<file path="config.mk">
export PLATFORM = sky130hd
export DESIGN_NAME = aics_core
export DESIGN_NICKNAME = d
export VERILOG_FILES = /design/src/rtl/aics_sync.v /design/src/rtl/aics_core.v
export VERILOG_INCLUDE_DIRS = /design/src /design/src/rtl
export SDC_FILE = /design/constraint.sdc
export NUM_CORES = 1
export LEC_CHECK = 0
export BUFFER_PORTS_ARGS = -buffer_cell sky130_fd_sc_hd__buf_2
export CAP_MARGIN = 5
export CORE_MARGIN = 3
export CORE_UTILIZATION = 55
export DETAILED_ROUTE_END_ITERATION = 8
export PLACE_DENSITY = 0.79
export SLEW_MARGIN = 30
export SYNTH_ARGS = -nofsm -noshare
export SYNTH_HDL_FRONTEND = slang
export SYNTH_HIERARCHICAL = 1
export SYNTH_SLANG_ARGS = --single-unit
</file>
<file path="constraint.sdc">
create_clock -name ref_clk -period 2.8 [get_ports ref_clk]
set_input_delay 0 -clock ref_clk [delete_from_list [all_inputs] [get_ports ref_clk]]
set_output_delay 0 -clock ref_clk [all_outputs]
set_load 0.05 [all_outputs]
</file>
<file path="src/rtl/aics_map.vh">
`ifndef AICS_MAP_VH
`define AICS_MAP_VH
// Timing figures in their own units and derived cycle counts at 100 MHz
`define AICS_CLK_MHZ        100
`define AICS_POR_US         4000
`define AICS_POR_CYC        (`AICS_POR_US * `AICS_CLK_MHZ)
`define AICS_EOCTEST_US     12
`define AICS_EOCTEST_CYC    (`AICS_EOCTEST_US * `AICS_CLK_MHZ)
// Internal serial clock half period in ref_clk cycles
`define AICS_SCK_HALF_CYC   50
// Frame layout
`define AICS_FRAME_EDGES    24
`define AICS_CFG_BITS       16
`define AICS_RESULT_BITS    24
// Conversion length in ref_clk cycles
`define AICS_CONV_CYC       2000
`endif

</file>
<file path="src/rtl/aics_sync.v">
`timescale 1ns/1ps
// Two flip-flop synchroniser for a pin level
module aics_sync (
  // Clock and reset
  input  wire ref_clk,
  input  wire rst,
  // Level in and out
  input  wire d,
  output reg  q
);
  reg meta_q;

  // First stage feeds only the second
  always @(posedge ref_clk) begin
    if (rst) begin
      meta_q <= 1'b1;
      q      <= 1'b1;
    end else begin
      meta_q <= d;
      q      <= meta_q;
    end
  end
endmodule // aics_sync

</file>
<file path="src/rtl/aics_core.v">
`timescale 1ns/1ps
`include "aics_map.vh"
// Contract
// - Clock mode chosen once, when power-on reset cycle ends.
// - Power-on cycle lasts about 4 ms; mode latched at its end.
// - Weak clock-pin pull-up active throughout power-on cycle.
// - Clock and data high while converting; both low at sleep entry.
// - Sleep at least half a clock period, then start transfer.
// - Host input bit captured on each of the first 16 rising edges, first included.
// - Result output updated on each falling clock edge.
// - After 24th rising edge, transfer ends and next conversion starts.
// - Clock pull-up disabled whenever the clock pin is low after power-on cycle, except in status test with chip select high.
// - Chip select rise with clock low, pin floating: leave internal mode at the next chip select fall.
// - Status pulse in sleep drives clock low; early rise re-enables pull-up.
// - Data output reads 1 converting, 0 when done and sleeping.
// - Captured configuration applies only to the following conversion.
module aics_core #(
  parameter POR_CYC   = `AICS_POR_CYC,
  parameter CONV_CYC  = `AICS_CONV_CYC,
  parameter TEST_CYC  = `AICS_EOCTEST_CYC,
  parameter HALF_CYC  = `AICS_SCK_HALF_CYC
) (
  // Clock and reset
  input  wire        ref_clk,
  input  wire        rst,
  // Serial pins
  input  wire        cs_n,
  input  wire        sdi,
  input  wire        sck_i,
  output reg         sck_o,
  output wire        sck_oe_n,
  output reg         pullup_en,
  output reg         sdo,
  // Converter side
  input  wire [23:0] result,
  output reg  [15:0] cfg,
  output reg         conv_start,
  output reg         int_mode,
  output reg         por_done
);
  localparam S_CONV  = 4'b0001;
  localparam S_SLEEP = 4'b0010;
  localparam S_XFER  = 4'b0100;
  localparam S_TEST  = 4'b1000;

  wire        cs_s;
  wire        sck_s;
  reg  [3:0]  state_q;
  reg  [31:0] cnt_q;
  reg  [31:0] por_q;
  reg  [4:0]  edge_q;
  reg  [23:0] shift_q;
  reg  [15:0] in_q;
  reg         cs_d1_q;
  reg         lost_q;

  wire [2:0]  pin_raw;
  wire [2:0]  pin_s;
  wire        sdi_s;

  // Counter reached the last cycle of a span
  function at_end;
    input [31:0] count;
    input [31:0] span;
    begin
      at_end = (count == span - 32'h1);
    end
  endfunction

  // Pin synchronisers: chip select, clock pin, host data
  assign pin_raw = {sdi, sck_i, cs_n};
  genvar gi;
  generate
    for (gi = 0; gi < 3; gi = gi + 1) begin : g_sync
      aics_sync i_sync (
        .ref_clk (ref_clk),
        .rst     (rst),
        .d       (pin_raw[gi]),
        .q       (pin_s[gi])
      );
    end
  endgenerate
  assign cs_s  = pin_s[0];
  assign sck_s = pin_s[1];
  assign sdi_s = pin_s[2];

  // Device drives clock only in internal mode after power-on
  assign sck_oe_n = ~(int_mode & por_done);

  // Power-on cycle; mode latched once at its end
  always @(posedge ref_clk) begin
    if (rst) begin
      por_q    <= 32'h0;
      por_done <= 1'b0;
      int_mode <= 1'b0;
    end else if (!por_done) begin
      if (at_end(por_q, POR_CYC)) begin
        por_done <= 1'b1;
        int_mode <= sck_s;
      end else begin
        por_q <= por_q + 32'h1;
      end
    end else if (lost_q && cs_d1_q && !cs_s) begin
      int_mode <= 1'b0;
    end
  end

  // Pull-up control
  always @(posedge ref_clk) begin
    if (rst) begin
      pullup_en <= 1'b1;
      lost_q    <= 1'b0;
      cs_d1_q   <= 1'b1;
    end else begin
      cs_d1_q <= cs_s;
      if (!por_done)
        pullup_en <= 1'b1;
      else if (state_q == S_TEST && cs_s)
        pullup_en <= 1'b1;
      else if (!sck_s)
        pullup_en <= 1'b0;
      else
        pullup_en <= 1'b1;
      // Chip select rose while clock driven low and pull-up off
      if (cs_s && !cs_d1_q && !sck_o && !pullup_en)
        lost_q <= 1'b1;
      else if (sck_s && pullup_en)
        lost_q <= 1'b0;
    end
  end

  // Sequencer
  always @(posedge ref_clk) begin
    if (rst) begin
      state_q    <= S_CONV;
      cnt_q      <= 32'h0;
      edge_q     <= 5'h0;
      sck_o      <= 1'b1;
      sdo        <= 1'b1;
      shift_q    <= 24'h0;
      in_q       <= 16'h0;
      cfg        <= 16'h0;
      conv_start <= 1'b0;
    end else begin
      conv_start <= 1'b0;
      case (state_q)
        S_CONV: begin
          sck_o <= 1'b1;
          sdo   <= 1'b1;
          if (!por_done || !int_mode) begin
            cnt_q <= 32'h0;
          end else if (at_end(cnt_q, CONV_CYC)) begin
            cnt_q   <= 32'h0;
            sck_o   <= 1'b0;
            sdo     <= 1'b0;
            shift_q <= result;
            state_q <= S_SLEEP;
          end else begin
            cnt_q <= cnt_q + 32'h1;
          end
        end
        S_SLEEP: begin
          if (cs_s && !cs_d1_q) begin
            cnt_q   <= 32'h0;
            state_q <= S_TEST;
          end else if (at_end(cnt_q, HALF_CYC)) begin
            cnt_q   <= 32'h0;
            edge_q  <= 5'h0;
            sdo     <= shift_q[23];
            shift_q <= {shift_q[22:0], 1'b0};
            state_q <= S_XFER;
          end else begin
            cnt_q <= cnt_q + 32'h1;
          end
        end
        S_TEST: begin
          sck_o <= 1'b0;
          if (cs_s) begin
            cnt_q <= 32'h0;
          end else if (at_end(cnt_q, TEST_CYC)) begin
            cnt_q   <= 32'h0;
            state_q <= S_SLEEP;
          end else begin
            cnt_q <= cnt_q + 32'h1;
          end
        end
        S_XFER: begin
          if (at_end(cnt_q, HALF_CYC)) begin
            cnt_q <= 32'h0;
            if (!sck_o) begin
              // Rising edge: sample host bit
              sck_o  <= 1'b1;
              edge_q <= edge_q + 5'h1;
              if (edge_q < `AICS_CFG_BITS)
                in_q <= {in_q[14:0], sdi_s};
              if (edge_q == `AICS_FRAME_EDGES - 1) begin
                sdo        <= 1'b1;
                cfg        <= in_q;
                conv_start <= 1'b1;
                state_q    <= S_CONV;
              end
            end else begin
              // Falling edge: next result bit
              sck_o   <= 1'b0;
              sdo     <= shift_q[23];
              shift_q <= {shift_q[22:0], 1'b0};
            end
          end else begin
            cnt_q <= cnt_q + 32'h1;
          end
        end
        default: state_q <= S_CONV;
      endcase
    end
  end
endmodule // aics_core

</file>
==> flow_metrics.env <==
export IMPL_dr_pass1_iters=7
export IMPL_track_usage_pct=22.9
export IMPL_tns_ns=0
export IMPL_cts_setup_buffers=0
export IMPL_cts_inserted_buffers=17
export IMPL_wire_per_inst_um=15.6
export IMPL_crit_path_start_kind="register"
export IMPL_dpl_cell_area_mm2=0.00729
export IMPL_ant_nets=0
export IMPL_timing_final_crit_period_ns=2.65
export IMPL_core_area_mm2=0.0122
export IMPL_first_iter_violations=450
export IMPL_skew_ns=0.00703
export IMPL_p_leak_nw=3.00
export IMPL_portBuffers=51
export IMPL_root_buffer="clkbuf_16"
export IMPL_synth_area_leader_cell="dfxtp_1"
export IMPL_fp_dieH_um=118
export IMPL_synthCells=780
export IMPL_rsz0062_at_grt="false"
export IMPL_finish_net_count=873
export IMPL_synth_top_area_share_pct=41.3
export IMPL_critPathRequiredTime_ns=3.13
export IMPL_reg2reg_depth=7
export IMPL_end_kind="register"
export IMPL_max_cap_violations=0
export IMPL_synth_edf_count=0
export IMPL_grt_max_degree=83
export IMPL_die_width_um=118
export IMPL_final_util_pct=66.8
export IMPL_wl_met2_um=7600
export IMPL_antenna_cells=0
export IMPL_top_level_ports=52
export IMPL_relSlewSlack_pct=37.4
export IMPL_clk_latency_ns=0.43
export IMPL_arrival_ns=2.98
export IMPL_drc=0
export IMPL_grt_antenna_before_repair=0
export IMPL_grt_pass1_vias=5706
export IMPL_critPathKind="register to register"
export IMPL_post_dp_hpwl_um=10200
export IMPL_reg2reg_setup_slack_ns=0.15
export IMPL_synthTopCellsByArea="dfxtp_1 41%, nand2_1 5.4%, a311oi_2 5.0%"
export IMPL_ys_seq_area_share_pct=41.3
export IMPL_drt_wl_total_um=16000
export IMPL_finish_instance_area_mm2=0.00812
export IMPL_cp_max_fo=49
export IMPL_clk_pin_slew_ns=0.06
export IMPL_drv_slew=0
export IMPL_post_route_period_util_pct=94.7
export IMPL_start_util_pct=57.0
export IMPL_syn_num_nets=814
export IMPL_fmax_mhz=377
export IMPL_cts_num_sinks=143
export IMPL_top_layer="met4"
export IMPL_ys_ff_latch=143
export IMPL_worstMarginPinSlew_ns=0.931
export IMPL_min_path_type="primary input to register"
export IMPL_yosysUniqueCellTypes=63
export IMPL_worst_hold_path_num_cells=3
export IMPL_tritoncts="yes"
export IMPL_yosys_warnings=6
export IMPL_num_rows=40
export IMPL_hold_slack_ns=0.00700
export IMPL_globalplace_congestion=0.899
export IMPL_finalSetupViolations=0
export IMPL_irDropWorstVdd_mv=0.588
export IMPL_vias_per_cell=5.96
export IMPL_grt_pass1_wl_um=26900
export IMPL_routedLengthMet1_um=6990
export IMPL_drive_gt1_share_pct=19.1
export IMPL_synth_avg_cell_area_um2=8.88
export IMPL_synth_main_ff_cell="dfxtp_1"
export IMPL_fp_dieArea_mm2=0.0140
export IMPL_hold_violations=0
export IMPL_synth_async_reset_ratio_pct=0
export IMPL_area_growth_pct=17.2
export IMPL_h_tree_depth=4
export IMPL_yosysMostFrequentCell="dfxtp_1"
export IMPL_dp_cells=966
export IMPL_p_per_area_mw_per_mm2=607
export IMPL_vias=6079
export IMPL_ys_top_cells_by_count="143 x dfxtp_1, 100 x nand2_1, 81 x nor2_1, 53 x a21oi_1, 46 x nand3_1"
export IMPL_instances_no_fill=1020
export IMPL_status="complete, no violations"
export IMPL_met3_length_um=967
export IMPL_grt_overflow_total=0
export IMPL_cts_buffer_depth=2
export IMPL_syn_cell_area_mm2=0.00693
-- sequential cells by signal (all words and copies together), names as in the netlist --
name                  count
pullup_en                 1
cnt_q                    32
in_q                     16
lost_q                    1
por_done                  1
g_sync.i_sync/q           3
sck_o                     1
por_q                    32
state_q                   4
cs_d1_q                   1
conv_start                1
cfg                      16
edge_q                    5
sdo                       1
shift_q                  24
g_sync.i_sync/meta_q      3
int_mode                  1
-- layer usage --
layer | vias to the layer above | track usage [%]
met5 | - | 0
met4 | 0 | 9.38
met3 | 41 | 5.84
met2 | 222 | 36.3
met1 | 2883 | 30.0
li1 | 2933 | -
-- final cells by class --
| cell class | instances | area [µm²] |
|---|---|---|
| Fill cell | 928 | 4040 |
| Multi-Input combinational cell | 579 | 3760 |
| Sequential cell | 143 | 2860 |
| Timing Repair Buffer | 90 | 656 |
| Clock buffer | 17 | 425 |
| Tap cell | 168 | 210 |
| Clock inverter | 15 | 173 |
| Inverter | 8 | 30.0 |
-- kinds of logic after synthesis --
logic type	after synthesis	share of synthesized area, %
simple gates	363	27.7
flops	143	41.3
compound gates	136	15.5
buf+inv	58	4.53
xor+xnor	46	5.82
mux	29	4.19
fa+ha+maj	5	0.903
-- worst max-delay path, cell delays in order, from the launching register on --
cell and delay (ns):
dfxtp_1 0.37, nor4_1 0.44, nand4_1 0.37, nor4b_4 0.42
nand2b_2 0.20, buf_12 0.29, a21oi_1 0.17, a311oi_2 0.30
-- worst paths after layout --
path,endpoint,from
max reg2reg,shift_q[4]$_SDFFE_PP0P_,cnt_q[16]$_SDFFE_PP0P_
min,shift_q[7]$_SDFFE_PP0P_,result[7]
max,shift_q[4]$_SDFFE_PP0P_,cnt_q[16]$_SDFFE_PP0P_
min reg2reg,g_sync[1].i_sync/q$_SDFF_PP1_,g_sync[1].i_sync/meta_q$_SDFF_PP1_
-- power by group --
part | switching (mW) | total (mW) | internal [mW]
logic | 0.280 | 0.485 | 0.205
registers | 0.0516 | 2.15 | 2.10
clock network | 0.952 | 2.29 | 1.34
-- cell usage in the layout (no fill, tap or decap), types with 5 or more instances in the layout --
| cell | n |
|---|---|
| nor3_2 | 5 |
| nor3_1 | 17 |
| xor2_1 | 31 |
| or3_1 | 6 |
| inv_6 | 5 |
| nor2_1 | 81 |
| mux2i_1 | 29 |
| nor4_1 | 21 |
| xnor2_1 | 15 |
| or2_1 | 7 |
| ha_1 | 5 |
| a21oi_2 | 18 |
| buf_2 | 50 |
| buf_4 | 14 |
| dfxtp_1 | 143 |
| or4_1 | 5 |
| a21oi_1 | 53 |
| dlygate4sd3_1 | 22 |
| and3_1 | 14 |
| o21ai_0 | 14 |
| nand2_1 | 100 |
| inv_1 | 8 |
| clkbuf_16 | 17 |
| nand4_1 | 22 |
| a31oi_1 | 7 |
| a311oi_2 | 23 |
| nand3_1 | 46 |
-- repair_timing --
action,in CTS,in global routing
hold buffers,22,0
setup endpoints to repair,0,2
hold endpoints to repair,22,0
gates resized for setup,0,1
-- metrics by stage --
stage | total power [mW] | setup slack [ns]
2_1_floorplan | 2.55 | 0.350
3_3_place_gp | 2.62 | 0.423
3_5_place_dp | 2.65 | 0.221
4_1_cts | 4.96 | 0.162
5_1_grt | 5.10 | 0.0109
6_report | 4.93 | 0.147
(Power assumes the default switching activity.)
